**config.mk**
```make
export PLATFORM = sky130hd
export DESIGN_NAME = lsra_lane
export DESIGN_NICKNAME = d
export VERILOG_FILES = /design/src/design/lsra_pkg.sv /design/src/design/lsra_lane.sv
export VERILOG_INCLUDE_DIRS = /design/src /design/src/design
export SDC_FILE = /design/constraint.sdc
export NUM_CORES = 1
export LEC_CHECK = 0
export BUFFER_PORTS_ARGS = -buffer_cell sky130_fd_sc_hd__buf_4
export CORE_UTILIZATION = 52
export DETAILED_ROUTE_END_ITERATION = 7
export MAX_ROUTING_LAYER = met4
export PLACE_DENSITY = 0.71
export SYNTH_ARGS = -nofsm -noshare
export SYNTH_HDL_FRONTEND = slang
export SYNTH_SLANG_ARGS = --single-unit
```
**constraint.sdc**
```tcl
create_clock -name clock_in -period 6.33 [get_ports clock_in]
set_clock_uncertainty 0.1 [all_clocks]
set_input_delay 0.633 -clock clock_in [delete_from_list [all_inputs] [get_ports clock_in]]
set_output_delay 0.633 -clock clock_in [all_outputs]
set_load 0.05 [all_outputs]
```
**src/design/lsra_regs.svh**
```systemverilog
// register map, control word codes and timing counts for the lane shutdown and rate adjust block
`ifndef LSRA_REGS_SVH
`define LSRA_REGS_SVH

// register byte offsets
`define LSRA_CTRL_OFS        4'h0
`define LSRA_STATUS_OFS      4'h4
`define LSRA_ERRCNT_OFS      4'h8

// control register fields
`define LSRA_CTRL_START_BIT  0
`define LSRA_CTRL_AUTO_BIT   1
`define LSRA_CTRL_RST        2'h0

// status register fields
`define LSRA_STAT_STATE_LSB  0
`define LSRA_STAT_FILL_LSB   8

// word layout: bit 8 marks a control word
`define LSRA_WORD_W          9
`define LSRA_CW_IDLE         9'h1bc
`define LSRA_CW_IDLE_INV     9'h143
`define LSRA_CW_SKIP         9'h11c
`define LSRA_CW_SKIP_INV     9'h1e3
`define LSRA_CW_STANDBY      9'h1f7
`define LSRA_CW_LOST         9'h1fb
`define LSRA_CW_ERRWORD      9'h100

// counts
`define LSRA_NOTICE_COUNT    32
`define LSRA_RUN_LIMIT       8
`define LSRA_SKIP_PERIOD     5000
`define LSRA_LEAK_PERIOD     16384
`define LSRA_ERR_LIMIT       255
`define LSRA_WORD_DIV        8
`define LSRA_BUF_DEPTH       16

`endif

```
**src/design/lsra_pkg.sv**
```systemverilog
// types shared by the lane shutdown and rate adjust block
package lsra_pkg;
    typedef enum logic [2:0] {
        line_quiet_state,
        active_state,
        shutdown_announce_state,
        signal_lost_state,
        full_reset_state
    } lsra_state_t;
endpackage

```
**src/design/lsra_lane.sv**
```systemverilog
// lane shutdown states, skip insertion, receive elastic buffer and idle handling
//
// Register access over Avalon-MM and the address map were left to the implementer.
`timescale 1ns/1ps
`default_nettype none
`include "lsra_regs.svh"

module lsra_lane #(
    parameter int SKIP_PERIOD = `LSRA_SKIP_PERIOD,
    parameter int LEAK_PERIOD = `LSRA_LEAK_PERIOD,
    parameter int WORD_DIV = `LSRA_WORD_DIV,
    parameter int DEPTH = `LSRA_BUF_DEPTH
) (
    // clock, reset, enable
    input wire logic clock_in,
    input wire logic rstn_in,
    input wire logic ce_in,
    // avalon-mm slave
    input wire logic [3:0] avs_address_in,
    input wire logic avs_read_in,
    input wire logic avs_write_in,
    input wire logic [31:0] avs_writedata_in,
    output logic [31:0] avs_readdata_out,
    output logic avs_waitrequest_out,
    // lane resets and status
    input wire logic full_reset_input_in,
    input wire logic partial_reset_input_in,
    input wire logic no_signal_in,
    input wire logic bring_up_done_in,
    output lsra_pkg::lsra_state_t state_out,
    // serial link side
    input wire logic link_clk_in,
    input wire logic [`LSRA_WORD_W-1:0] link_word_in,
    output logic [`LSRA_WORD_W-1:0] tx_word_out,
    output logic tx_enable_out,
    // upper layer side
    input wire logic [`LSRA_WORD_W-1:0] tx_data_in,
    input wire logic tx_valid_in,
    output logic tx_ready_out,
    output logic [`LSRA_WORD_W-1:0] rx_data_out,
    output logic rx_valid_out
);
    import lsra_pkg::*;

    localparam int WW = `LSRA_WORD_W;
    localparam int AW = $clog2(DEPTH);
    localparam int SW = $clog2(SKIP_PERIOD);
    localparam int LW = $clog2(LEAK_PERIOD);
    localparam int DW = $clog2(WORD_DIV);
    localparam logic [AW:0] FULL_FILL = (AW+1)'(DEPTH);
    localparam logic [AW:0] HALF_FILL = (AW+1)'(DEPTH / 2);
    localparam logic [5:0] LAST_NOTICE = 6'(`LSRA_NOTICE_COUNT - 1);
    localparam logic [3:0] RUN_LIMIT = 4'(`LSRA_RUN_LIMIT);
    localparam logic [7:0] ERR_LIMIT = 8'(`LSRA_ERR_LIMIT);

    typedef struct packed {
        lsra_state_t state;
        logic rxc1;
        logic rxc2;
        logic rxc3;
        logic [WW-1:0] rxd1;
        logic [WW-1:0] rxd2;
        logic ns1;
        logic ns2;
        logic [DEPTH-1:0][WW-1:0] mem;
        logic [AW:0] wr;
        logic [AW:0] rd;
        logic skip_held;
        logic [DW-1:0] div;
        logic [SW-1:0] skip_cnt;
        logic [LW-1:0] leak_cnt;
        logic [7:0] err_cnt;
        logic [5:0] notice_cnt;
        logic [3:0] run_sb;
        logic [3:0] run_ls;
        logic err_sent;
        logic lane_start;
        logic auto_start;
        logic waitreq;
        logic [31:0] readdata;
        logic [WW-1:0] tx_word;
        logic tx_en;
        logic tx_ready;
        logic [WW-1:0] rx_word;
        logic rx_valid;
    } lsra_regs_t;

    lsra_regs_t r;
    lsra_regs_t next_r;
    logic [AW:0] fill;
    logic tick;
    logic run8;

    // skip and its inverted form look alike to the reader
    function automatic logic is_skip(input logic [WW-1:0] w);
        is_skip = (w == `LSRA_CW_SKIP) || (w == `LSRA_CW_SKIP_INV);
    endfunction

    function automatic logic is_idle(input logic [WW-1:0] w);
        is_idle = (w == `LSRA_CW_IDLE) || (w == `LSRA_CW_IDLE_INV);
    endfunction

    // both pointers live in the local domain, so the difference is exact
    assign fill = r.wr - r.rd;
    assign tick = (r.div == DW'(WORD_DIV - 1));
    assign run8 = (r.run_sb >= RUN_LIMIT) || (r.run_ls >= RUN_LIMIT);

    always_comb begin
        logic [WW-1:0] head;
        logic [WW-1:0] got;
        logic have;
        next_r = r;
        head = r.mem[r.rd[AW-1:0]];
        got = head;
        have = 1'b0;
        next_r.tx_ready = 1'b0;
        next_r.rx_valid = 1'b0;

        // bus slave: one wait cycle, then a single cycle with waitrequest low
        if (!r.waitreq) begin
            next_r.waitreq = 1'b1;
            if (avs_write_in && avs_address_in == `LSRA_CTRL_OFS) begin
                next_r.lane_start = avs_writedata_in[`LSRA_CTRL_START_BIT];
                next_r.auto_start = avs_writedata_in[`LSRA_CTRL_AUTO_BIT];
            end
        end else if (avs_read_in || avs_write_in) begin
            next_r.waitreq = 1'b0;
            next_r.readdata = 32'h0000_0000;
            if (avs_address_in == `LSRA_CTRL_OFS) begin
                next_r.readdata[`LSRA_CTRL_START_BIT] = r.lane_start;
                next_r.readdata[`LSRA_CTRL_AUTO_BIT] = r.auto_start;
            end else if (avs_address_in == `LSRA_STATUS_OFS) begin
                next_r.readdata[`LSRA_STAT_STATE_LSB +: 3] = r.state;
                next_r.readdata[`LSRA_STAT_FILL_LSB +: AW+1] = fill;
            end else if (avs_address_in == `LSRA_ERRCNT_OFS) begin
                next_r.readdata[7:0] = r.err_cnt;
            end
        end

        // two-stage synchronisers for the link clock, link word and no-signal pin
        next_r.rxc1 = link_clk_in;
        next_r.rxc2 = r.rxc1;
        next_r.rxc3 = r.rxc2;
        next_r.rxd1 = link_word_in;
        next_r.rxd2 = r.rxd1;
        next_r.ns1 = no_signal_in;
        next_r.ns2 = r.ns1;

        // write side of the elastic buffer, one entry per rising recovered clock edge unless the buffer is full
        if (r.rxc2 && !r.rxc3 && fill != FULL_FILL) begin
            next_r.mem[r.wr[AW-1:0]] = r.rxd2;
            next_r.wr = r.wr + 1'b1;
        end

        next_r.div = tick ? '0 : r.div + 1'b1;

        if (tick) begin
            // read side: one word per local word slot; skips are dropped with the entry behind them or read twice to absorb the rate mismatch
            if (fill != '0) begin
                if (is_skip(head)) begin
                    if (r.skip_held) begin
                        next_r.rd = r.rd + 1'b1;
                        next_r.skip_held = 1'b0;
                    end else if (fill > HALF_FILL) begin
                        next_r.rd = r.rd + 1'b1;
                        if (fill > (AW+1)'(1)) begin
                            got = r.mem[next_r.rd[AW-1:0]];
                            next_r.rd = r.rd + 2'd2;
                            have = !is_skip(got) && !is_idle(got);
                        end
                    end else begin
                        next_r.skip_held = 1'b1;
                    end
                end else if (is_idle(head)) begin
                    next_r.rd = r.rd + 1'b1;
                end else begin
                    next_r.rd = r.rd + 1'b1;
                    have = 1'b1;
                end
            end

            // received word bookkeeping
            if (have) begin
                if (got == `LSRA_CW_STANDBY) begin
                    next_r.run_sb = (r.run_sb < RUN_LIMIT) ? r.run_sb + 1'b1 : r.run_sb;
                    next_r.run_ls = '0;
                end else if (got == `LSRA_CW_LOST) begin
                    next_r.run_ls = (r.run_ls < RUN_LIMIT) ? r.run_ls + 1'b1 : r.run_ls;
                    next_r.run_sb = '0;
                end else begin
                    next_r.run_sb = '0;
                    next_r.run_ls = '0;
                    if (r.state == active_state) begin
                        next_r.rx_word = got;
                        next_r.rx_valid = 1'b1;
                    end
                end
                // leaky bucket only runs while active
                if (r.state == active_state) begin
                    if (got == `LSRA_CW_ERRWORD && r.err_cnt != ERR_LIMIT) begin
                        next_r.err_cnt = r.err_cnt + 1'b1;
                    end
                    if (r.leak_cnt == LW'(LEAK_PERIOD - 1)) begin
                        next_r.leak_cnt = '0;
                        if (r.err_cnt != '0 && got != `LSRA_CW_ERRWORD) begin
                            next_r.err_cnt = r.err_cnt - 1'b1;
                        end
                    end else begin
                        next_r.leak_cnt = r.leak_cnt + 1'b1;
                    end
                end
            end

            // transmit word slot
            next_r.tx_word = `LSRA_CW_IDLE;
            case (r.state)
                active_state: begin
                    if (r.skip_cnt == SW'(SKIP_PERIOD - 1)) begin
                        next_r.skip_cnt = '0;
                        next_r.tx_word = `LSRA_CW_SKIP;
                    end else begin
                        next_r.skip_cnt = r.skip_cnt + 1'b1;
                        if (tx_valid_in) begin
                            next_r.tx_word = tx_data_in;
                            next_r.tx_ready = 1'b1;
                        end
                    end
                    // otherwise the idle default fills the slot
                end
                shutdown_announce_state: begin
                    next_r.tx_word = `LSRA_CW_STANDBY;
                    next_r.notice_cnt = r.notice_cnt + 1'b1;
                end
                signal_lost_state: begin
                    next_r.tx_word = `LSRA_CW_LOST;
                    next_r.notice_cnt = r.notice_cnt + 1'b1;
                    if (!r.err_sent) begin
                        next_r.rx_word = `LSRA_CW_ERRWORD;
                        next_r.rx_valid = 1'b1;
                        next_r.err_sent = 1'b1;
                    end
                end
                default: begin
                end
            endcase
        end

        // state machine: exits checked every cycle in their listed order
        case (r.state)
            full_reset_state: begin
                if (!full_reset_input_in) begin
                    next_r.state = line_quiet_state;
                end
            end
            line_quiet_state: begin
                if (full_reset_input_in) begin
                    next_r.state = full_reset_state;
                end else if (bring_up_done_in && !partial_reset_input_in) begin
                    next_r.state = active_state;
                    next_r.err_cnt = '0;
                    next_r.leak_cnt = '0;
                    next_r.run_sb = '0;
                    next_r.run_ls = '0;
                end
            end
            active_state: begin
                if (full_reset_input_in) begin
                    next_r.state = full_reset_state;
                end else if (partial_reset_input_in) begin
                    next_r.state = line_quiet_state;
                end else if (r.ns2 || r.err_cnt == ERR_LIMIT) begin
                    next_r.state = signal_lost_state;
                end else if (!r.lane_start && !r.auto_start) begin
                    next_r.state = shutdown_announce_state;
                end else if (run8) begin
                    next_r.state = line_quiet_state;
                end
                next_r.notice_cnt = '0;
                next_r.err_sent = 1'b0;
            end
            default: begin
                if (full_reset_input_in) begin
                    next_r.state = full_reset_state;
                end else if (partial_reset_input_in) begin
                    next_r.state = line_quiet_state;
                end else if (tick && r.notice_cnt == LAST_NOTICE) begin
                    next_r.state = line_quiet_state;
                end else if (run8) begin
                    next_r.state = line_quiet_state;
                end
            end
        endcase
        next_r.tx_en = (next_r.state == active_state) || (next_r.state == shutdown_announce_state)
            || (next_r.state == signal_lost_state);
    end

    // single state register; the enable freezes everything
    always_ff @(posedge clock_in or negedge rstn_in) begin
        if (!rstn_in) begin
            r <= '0;
            r.waitreq <= 1'b1;
        end else if (ce_in) begin
            r <= next_r;
        end
    end

    assign avs_readdata_out = r.readdata;
    assign avs_waitrequest_out = r.waitreq;
    assign state_out = r.state;
    assign tx_word_out = r.tx_word;
    assign tx_enable_out = r.tx_en;
    assign tx_ready_out = r.tx_ready;
    assign rx_data_out = r.rx_word;
    assign rx_valid_out = r.rx_valid;
endmodule
`default_nettype wire

```
Yosys cells after proc, flatten, opt, wreduce, memory -nomap -nowiden
Index checks and enable logic that the tools add are counted.
Word-level totals
  input bits: 65
  word-level logic and storage cells: 220
  flip-flop bits (word level): 271
  output and inout port bits: 57
Operators by class
  muxes and demuxes: 82
  bitwise logic cells: 1
  add/subtract/negate cells: 12
  reductions and logical operators: 42
  order comparisons: 10
  eq/ne operators: 29
Operators by type and width (number)
  bitwise mux 144 bit: 1
  2-to-1 mux 22 bit: 5
  == test 9 bit, second input constant: 11
  2-to-1 mux 9 bit: 11
  binary-select mux 9 bit (select 4 bit): 2
  2-to-1 mux 8 bit: 9
  2-to-1 mux 10 bit: 6
  2-to-1 mux 3 bit: 13
  2-to-1 mux 37 bit: 1
  demux 9 bit (select 4 bit): 1
  2-to-1 mux 33 bit: 1
  case mux 9 bit (3 select lines): 1
  2-to-1 mux 5 bit: 5
  2-to-1 mux 11 bit: 2
  2-to-1 mux 6 bit: 3
  < comparator 4 x 5 -> 1 bit, second input constant: 3
  AND reduction 3 bit: 5
  adder 14 x 1 -> 14 bit, second input constant: 1
  == test 14 bit, second input constant: 1
  2-to-1 mux 1 bit: 14
  2-to-1 mux 14 bit: 1
  adder 13 x 1 -> 13 bit, second input constant: 1
  == test 13 bit, second input constant: 1
  2-to-1 mux 13 bit: 1
  other kinds (39): 76

Longest topological paths before layout
Gate-level depths: netlist of the first run.
  depth after elaboration: 20
  mapped depth: 17
  mapped depth without buffers: 14

Worst setup path after synthesis of the first run
OpenSTA, ideal clock, no wires.
  path kind: register to register
  start point: register r[111] in the netlist's numbering
  end point: register r[75] in the netlist's numbering
  data arrival time: 4.399 ns
  path slack: 1.765 ns
  period minus slack after synthesis: 4.565 ns
  buffers on the path: 4
  data required time: 6.164 ns
  cell stages (with the launch flop): 15
  setup time: 0.066 ns
  path through: dfrtp_1 -> ha_1 -> buf_2 -> buf_2 -> buf_2 -> mux4_2 -> mux4_2 -> o32ai_1 -> o21ai_0 -> a2111o_1 -> and2_4 -> buf_6 -> mux2_4 -> a211o_1 -> nand2_1
Between the ends
  word-level cells in the longest chain between the ends: 20
  elaborated cells on any way between the ends: 50
  those cells by class: add/sub: 2; order compare: 2; eq/ne: 10; mux: 26; reduce/logical: 10
RTL lines
  start: declaration: line lsra_lane.sv:88  | lsra_regs_t r;
  start signal: assignment: line lsra_lane.sv:303  | r <= next_r;
  adder 5 x 1 -> 5 bit: line lsra_lane.sv:165  | next_r.rd = r.rd + 1'b1;
  binary-select mux 9 bit (select 4 bit): line lsra_lane.sv:167  | got = r.mem[next_r.rd[AW-1:0]];
  2-to-1 mux 9 bit (not written as such): line lsra_lane.sv:167
  2-to-1 mux 9 bit: line lsra_lane.sv:166  | if (fill > (AW+1)'(1)) begin
  2-to-1 mux 9 bit: line lsra_lane.sv:164  | end else if (fill > HALF_FILL) begin
  2-to-1 mux 9 bit: line lsra_lane.sv:161  | if (r.skip_held) begin
  2-to-1 mux 9 bit: line lsra_lane.sv:160  | if (is_skip(head)) begin
  2-to-1 mux 9 bit: line lsra_lane.sv:159  | if (fill != '0) begin
  [... 4 more ...]
  2-to-1 mux 8 bit: line lsra_lane.sv:205  | if (r.err_cnt != '0 && got != `LSRA_CW_ERRWORD) begin
  2-to-1 mux 8 bit: line lsra_lane.sv:203  | if (r.leak_cnt == LW'(LEAK_PERIOD - 1)) begin
  2-to-1 mux 22 bit: line lsra_lane.sv:199  | if (r.state == active_state) begin
  2-to-1 mux 22 bit *: line lsra_lane.sv:183  | if (have) begin
  2-to-1 mux 37 bit *: line lsra_lane.sv:157  | if (tick) begin
  2-to-1 mux 22 bit: line lsra_lane.sv:258  | end else if (bring_up_done_in && !partial_reset_input_in) begin
  2-to-1 mux 22 bit: line lsra_lane.sv:256  | if (full_reset_input_in) begin
  2-to-1 mux 22 bit *: line lsra_lane.sv:249  | case (r.state)
Mark *: on every way between the ends. The rest lies on a longest branch, timed or not. The select of a mux whose other input is x is not followed.
A chain may end at the register's enable or synchronous reset.

Final worst setup path of the first run
  start point: register r[110] in the netlist's numbering
  end point: register r, in the netlist rx_data_out[7]
Between the ends
  word-level cells in the longest chain between the ends: 16
  elaborated cells on any way between the ends: 45
  those cells by class: add/sub: 2; order compare: 2; eq/ne: 10; mux: 23; reduce/logical: 8
RTL lines
  adder 5 x 1 -> 5 bit: line lsra_lane.sv:165
  binary-select mux 9 bit (select 4 bit): line lsra_lane.sv:167
  2-to-1 mux 9 bit (not written as such): line lsra_lane.sv:167
  == test 9 bit (no line)
  logical OR 1 bit (on tied branches): line lsra_lane.sv:96, lsra_lane.sv:100
  zero test 1 bit: line lsra_lane.sv:169  | have = !is_skip(got) && !is_idle(got);
  logical AND 1 bit: line lsra_lane.sv:169
  2-to-1 mux 1 bit: line lsra_lane.sv:166
  2-to-1 mux 1 bit: line lsra_lane.sv:164
  2-to-1 mux 1 bit: line lsra_lane.sv:161
  2-to-1 mux 1 bit: line lsra_lane.sv:160
  2-to-1 mux 1 bit: line lsra_lane.sv:159
  2-to-1 mux 1 bit: line lsra_lane.sv:157
  2-to-1 mux 10 bit *: line lsra_lane.sv:183
  2-to-1 mux 10 bit: line lsra_lane.sv:237  | if (!r.err_sent) begin
  2-to-1 mux 10 bit *: line lsra_lane.sv:216  | case (r.state)
Marks and branches as above.

==> results of run 1 <==
==> cell usage in the layout, fill, tap and decap left out, drive strengths merged, types with 9 or more instances in the layout <==
cell / n
a21oi: 33
a22o: 24
a31oi: 16
and3: 12
buf: 108
clkbuf: 48
conb: 19
dfrtp: 270
ha: 22
inv: 31
mux2: 183
mux2i: 29
mux4: 73
nand2: 89
nand2b: 10
nand3: 30
nand4: 13
nor2: 72
nor3: 22
o21ai: 50
xnor2: 19
xor2: 9
==> per-stage QoR <==
step / worst slack, ns / cells / cell area [um^2]
after floorplan: 1.76 / 1256 / 15000
after global placement: 1.18 / 1632 / 15600
after detailed placement: 1.08 / 1632 / 15600
after CTS: 1.07 / 1685 / 16600
after global routing: 0.744 / 1685 / 16600
final: 1.07 / 1685 / 16600
==> state kept, by name, summed over array words and instances (netlist names) <==
signal               count
rx_data_out              9
tx_ready_out             1
tx_word_out              9
avs_readdata_out        13
state_out                3
next_r                  12
rx_valid_out             1
tx_enable_out            1
avs_waitrequest_out      1
r                      221
==> worst min-delay path by stage <==
stage | start | endpoint | slack, ns | cells after the start
after floorplan | rstn_in | avs_readdata_out[0]$_DFFE_PN0P_ | 0.24 | 0
after CTS | link_word_in[3] | next_r[269]$_DFFE_PN0P_ | 0.19 | 2
after global routing | link_word_in[2] | next_r[268]$_DFFE_PN0P_ | 0.20 | 2
after detailed placement | tx_word_out[3]$_DFFE_PN0P_ | tx_word_out[3]$_DFFE_PN0P_ | 0.36 | 2
after global placement | tx_word_out[3]$_DFFE_PN0P_ | tx_word_out[3]$_DFFE_PN0P_ | 0.36 | 2
final | link_word_in[3] | next_r[269]$_DFFE_PN0P_ | 0.21 | 2
==> area by class of cell <==
| type | count | share of cell area [%] |
|---|---|---|
| Multi-Input combinational cell | 844 | 44.5 |
| Tap cell | 378 | 2.84 |
| Inverter | 31 | 0.699 |
| Clock buffer | 48 | 5.53 |
| Timing Repair Buffer | 109 | 5.13 |
| Clock inverter | 4 | 0.571 |
| Sequential cell | 271 | 40.8 |
==> synthesized netlist by cell type (4+ instances only) <==
cell         n
and4_1       4
nand2b_1    10
xor2_1       9
mux2_2     182
a221o_1      4
nand4_1     13
dfrtp_1    270
or3_1        5
nand3_1     30
nand2_1     89
a21oi_1     33
a31oi_1     16
o21ai_0     45
o211ai_1     8
xnor2_1     19
mux4_1      11
and2_1       7
o22ai_1      5
ha_1        22
inv_1       31
buf_4       54
nor2b_1      8
a211o_1      7
a2bb2oi_1    6
o21ai_1      5
a211oi_1     6
and3_1      12
buf_1       16
or4_1        5
nor3_1      22
mux2i_1     29
clkbuf_1    24
nor4_1       4
buf_2       12
a22o_1      24
a21o_1       6
mux4_2      62
nor2_1      71
==> where the power goes <==
part / internal, W / switching [W]
Sequential: 0.00222 / 0.000471
Combinational: 0.00169 / 0.00171
Clock: 0.00110 / 0.000681
Total: 0.00501 / 0.00287
==> kinds of logic after synthesis <==
| kind of cell | count (synthesis) | synth area share [%] |
|---|---|---|
| fa+ha+maj | 23 | 1.98 |
| simple gates | 299 | 9.82 |
| xor+xnor | 28 | 1.65 |
| compound gates | 190 | 8.58 |
| flops | 271 | 45.5 |
| other cells | 1 | 0.0252 |
| buf+inv | 141 | 5.28 |
| mux | 285 | 27.1 |
==> per-layer routing <==
| metal | vias up | wire length (um) | global-route usage, % |
|---|---|---|---|
| met1 | 5195 | 15000 | 33.3 |
| li1 | 4647 | - | - |
| met5 | - | 0 | - |
| met3 | 78 | 2170 | 3.80 |
| met2 | 350 | 16900 | 42.2 |
| met4 | 0 | 1100 | 8.11 |
==> metrics.yaml, run 1 <==
setup_path:
  r2r-end: "rx_data_out[7]$_DFFE_PN0P_"
  crit_end: "rx_data_out[7]$_DFFE_PN0P_"
  cp_data_arrival_time_ns: 5.59
  r2r_start: "r[110]$_DFFE_PN0P_"
  reg2regPathDepth: 12
  cp_num_cells: 12
  required_ns: 6.66
  worst_path_most_repeated_cell: "mux2i_1"
  cp_cell_sequence: "buf_12 -> mux4_1 -> mux2i_1 -> o22ai_1 -> and3_1 -> and4_1 -> o211ai_1 -> mux2i_1 -> xor2_1 -> o21a_1 -> nor2_2 -> a22o_1"
  cpPeakStageDelay_ns: 0.85
  critical_path_class: "reg2reg"
  cpLargestDelayFamily: "compound AO/OA/AOI/OAI gates"
  crit_fanout: 36
  startpoint: "r[110]$_DFFE_PN0P_"
  startpoint_type: "flop"
  cpMaxStageDelayCell: "o211ai_1"
  crit_path_end_kind: "flop"
  rrSetupSlack_ns: 1.07
  path_buf_inv: 1
power:
  leakagePower_nw: 7.51
  vdd_drop_max_mv: 0.273
  power_w: 0.00788
  cellPowerDensity_nw_per_um2: 474
detailed_routing:
  drtPass1Iterations: 5
  drtAntennaViolNets: 0
  drc_errors: 0
  wl_per_cell_um: 20.9
  drtIter0Drc: 815
  drt_wl_total_mm: 35.2
  vias: 10300
  drt-vias-per-instance: 6.09
logic_synthesis:
  synth-edff-count: 0
  yosysSeqAreaShare_pct: 45.5
  synth.area.top_cells: "dfrtp_1 (45%), mux2_2 (14%), mux4_2 (9.4%)"
  synthFlopType: "dfrtp_1"
  syn-cell-area_um2: 14900
  ys_async_sr_fraction_pct: 100
  netlist.top_cell.by_area: "dfrtp_1"
  synth-seq-cells: 271
  synthCells: 1238
  yosysWarnings: 0
  syn_avg_cell_area_um2: 12.0
  synth_top_area_share_pct: 45.4
  yosysUniqueCellTypes: 74
floorplan:
  die_h_um: 171
  die_width_um: 171
  coreArea_um2: 28000
  die_area_um2: 29300
  ios: 122
  start_util_pct: 53.2
  rows: 61
clocking:
  postCtsHoldBufs: 1
  cts_tree: "built"
  max-clock-path-buffers: 3
  clock_latency_ns: 0.55
  cts_buffers: 30
  post_cts_resized: 0
  htree_levels: 1
  cts_setup_buffers: 0
  cts_root_buf: "clkbuf_16"
  cts_num_sinks: 271
  path_clk_slew_ns: 0.06
cells_and_area:
  final_util_pct: 59.4
  ff_latch_area_um2: 6790
  fillers: 2244
  nets: 1375
  syn_to_final_growth_pct: 11.7
  multi_input_area_um2: 7400
  drive_gt1_share_pct: 31.3
  num_antenna_cells: 0
status:
  status: "completed"
hold_path:
  min_path_type: "in2reg"
timing:
  finalSetupViolations: 0
  max_clock_freq_ghz: 0.190
  hold_ws_ns: 0.214
  hold_violations: 0
  tightest_slew_ns: 1.08
  slew_headroom_pct: 28.0
  fin_setup_tns_ns: 0
  fin_crit_ns: 5.26
  rsz0062_at_grt: "no"
  finalMaxSlewViolations: 0
  period_share_pct: 83.1
global_routing:
  track_usage_pct: 25.8
  grt_pass1_vias: 10200
  grt_max_degree: 77
  antenna_found_initial: 0
  grt_pass1_wl_mm: 56.5
  overflow: 0
flow_run:
  maxCapViolCount: 0
placed_design:
  io_buffers: 72
  place_hpwl_mm: 23.4
  globalplace.congestion: 0.878
No activity file was read; power rests on OpenSTA's default activity.
==> inputs of run 2 (changes only) <==
--- a/config.mk
+++ b/config.mk
@@ -10,7 +10,7 @@
 export CORE_UTILIZATION = 52
 export DETAILED_ROUTE_END_ITERATION = 7
 export MAX_ROUTING_LAYER = met4
-export PLACE_DENSITY = 0.71
+export PLACE_DENSITY = 0.74
 export SYNTH_ARGS = -nofsm -noshare
 export SYNTH_HDL_FRONTEND = slang
 export SYNTH_SLANG_ARGS = --single-unit
==> constraint.sdc (replaced) <==
create_clock -name clock_in -period 4.8 [get_ports clock_in]
set_clock_uncertainty 0.1 [all_clocks]
set_input_delay 0.48 -clock clock_in [delete_from_list [all_inputs] [get_ports clock_in]]
set_output_delay 0.48 -clock clock_in [all_outputs]
set_load 0.05 [all_outputs]
==> run 2 against run 1 <==
Effect of this change:
- the run now ends with hold timing left
- worst setup slack lost 0.83 ns
- clock power increased by 18%
- first-iteration DRC count grew 16%
- sequential power rose by 30%
- die area is the same
- sequential cell count is the same
- power grew 33%
- cell area rose by 0.86%
- via count unchanged
==> metrics.yaml, run 2 (same netlist as run 1, synthesis figures left out) <==
clocking:
  cts_setup_buffers: 0
  clock_latency_ns: 0.55
  cts_buffers: 29
  postCtsHoldBufs: 0
  post_cts_resized: 0
  cts_root_buf: "clkbuf_16"
  max-clock-path-buffers: 3
  cts_num_sinks: 271
  path_clk_slew_ns: 0.06
  htree_levels: 1
  cts_tree: "built"
power:
  power_w: 0.0105
  swShare_pct: 36.7
  power.internal_w: 0.00663
  comb_power_share_pct: 46.5
  pwr-share-clk_pct: 20.0
  cellPowerDensity_nw_per_um2: 625
  vdd_drop_max_mv: 0.404
  power_frac_seq_pct: 33.5
  switchingPower_w: 0.00385
  leakagePower_nw: 7.59
floorplan:
  die_area_um2: 29300
  start_util_pct: 53.2
  coreArea_um2: 28000
  ios: 122
  die_width_um: 171
  rows: 61
  die_h_um: 171
cells_and_area:
  largest_reg_flops: 221
  fin_cells: 1708
  nets: 1397
  layout_commonest_cell: "dfrtp_1"
  fillers: 2223
  final_cell_mix: "dfrtp_1 (268), mux2_2 (182), buf_4 (124), nand2_1 (89), nor2_1 (71)"
  num_antenna_cells: 0
  top_register: "r"
  syn_to_final_growth_pct: 12.7
  final_util_pct: 59.9
  drive_gt1_share_pct: 32.6
timing:
  rsz0062_at_grt: "no"
  finalMaxSlewViolations: 0
  slew_headroom_pct: 22.8
  max_clock_freq_ghz: 0.219
  hold_ws_ns: -0.0382
  period_share_pct: 95.1
  finalSetupViolations: 0
  tightest_slew_ns: 1.15
  hold_violations: 67
  fin_crit_ns: 4.56
  fin_setup_tns_ns: 0
placed_design:
  globalplace.congestion: 0.949
  place_inst: 1656
  place_hpwl_mm: 24.0
  io_buffers: 72
global_routing:
  grt_pass1_wl_mm: 56.1
  track_usage_pct: 25.4
  overflow: 0
  grt_pass1_vias: 10200
  grt_max_degree: 131
  antenna_found_initial: 0
setup_path:
  critical_path_class: "reg2reg"
  cp_data_arrival_time_ns: 4.95
  crit_path_end_kind: "flop"
  crit_fanout: 13
  startpoint_type: "flop"
  required_ns: 5.18
detailed_routing:
  wl_per_cell_um: 20.3
  drtIter0Drc: 945
  drtAntennaViolNets: 0
  drtPass1Iterations: 5
  drt-vias-per-instance: 6.01
  vias: 10300
  drt_wl_total_mm: 34.6
  drc_errors: 0
status:
  status: "finished with violations"
  violations: "hold timing"
flow_run:
  maxCapViolCount: 0
hold_path:
  min_path_type: "in2async"
==> run 2: cell count changes in the layout (fill, tap and decap cells not counted), moves of 2 or more <==
cell       before  now
buf_12          2    7
nor2_2          2    0
clkinv_2        1    4
clkbuf_16      31   29
buf_4         105  124
bufinv_16       3    0
==> run 2: layout make-up <==
class,count,area [um^2],area share (%)
Timing Repair Buffer,132,1090,6.47
Sequential cell,271,6790,40.4
Clock buffer,46,860,5.12
Multi-Input combinational cell,844,7420,44.2
Clock inverter,6,36.3,0.216
Inverter,31,116,0.693
Tap cell,378,473,2.82
==> run 2: power groups by stage <==
stage	Clock, W	Sequential [W]	Combinational (W)
after detailed placement	0	0.00353	0.00482
after floorplan	0	0.00328	0.00360
after global routing	0.00223	0.00361	0.00524
after global placement	0	0.00349	0.00471
after CTS	0.00215	0.00350	0.00483
final	0.00210	0.00351	0.00487
==> run 2: critical path: stages (launching register included) <==
cell	delay (ns)
dfrtp_4	0.54
ha_2	0.41
buf_12	0.18
mux4_2	0.52
mux4_2	0.56
or2_2	0.33
o32ai_1	0.28
o21ai_0	0.23
a2111o_1	0.47
and2_4	0.22
mux2_4	0.30
a211o_1	0.29
nand2_1	0.06
==> run 2: path summary, 6_finish.rpt <==
check / slack (ns) / startpoint / depth (start not counted) / endpoint
max: 0.24 / r[110]$_DFFE_PN0P_ / 12 / r[75]$_DFFE_PN0P_
min: -0.04 / rstn_in / 1 / r[99]$_DFFE_PN0P_
max reg2reg: 0.24 / r[110]$_DFFE_PN0P_ / 12 / r[75]$_DFFE_PN0P_
min reg2reg: 0.37 / tx_word_out[3]$_DFFE_PN0P_ / 2 / tx_word_out[3]$_DFFE_PN0P_
max in group asynchronous: 3.44 / rstn_in / 2 / r[183]$_DFFE_PN0P_
min in group clock_in: 0.06 / link_word_in[2] / 2 / next_r[268]$_DFFE_PN0P_
==> run 2: through the flow <==
step	worst slack [ns]	area [um^2]
after CTS	0.143	16800
after detailed placement	0.196	15900
after global routing	0.00736	16800
after floorplan	0.235	15000
final	0.237	16800
after global placement	0.274	15900
==> run 2: routing by layer <==
layer  wire [um]  global-route usage [%]  vias to the layer above
met5           0                       -                        -
met4        1240                    9.36                        0
met3        1940                    3.84                       84
met2       16600                    39.7                      326
met1       14900                    33.6                     5176
li1            -                       -                     4684
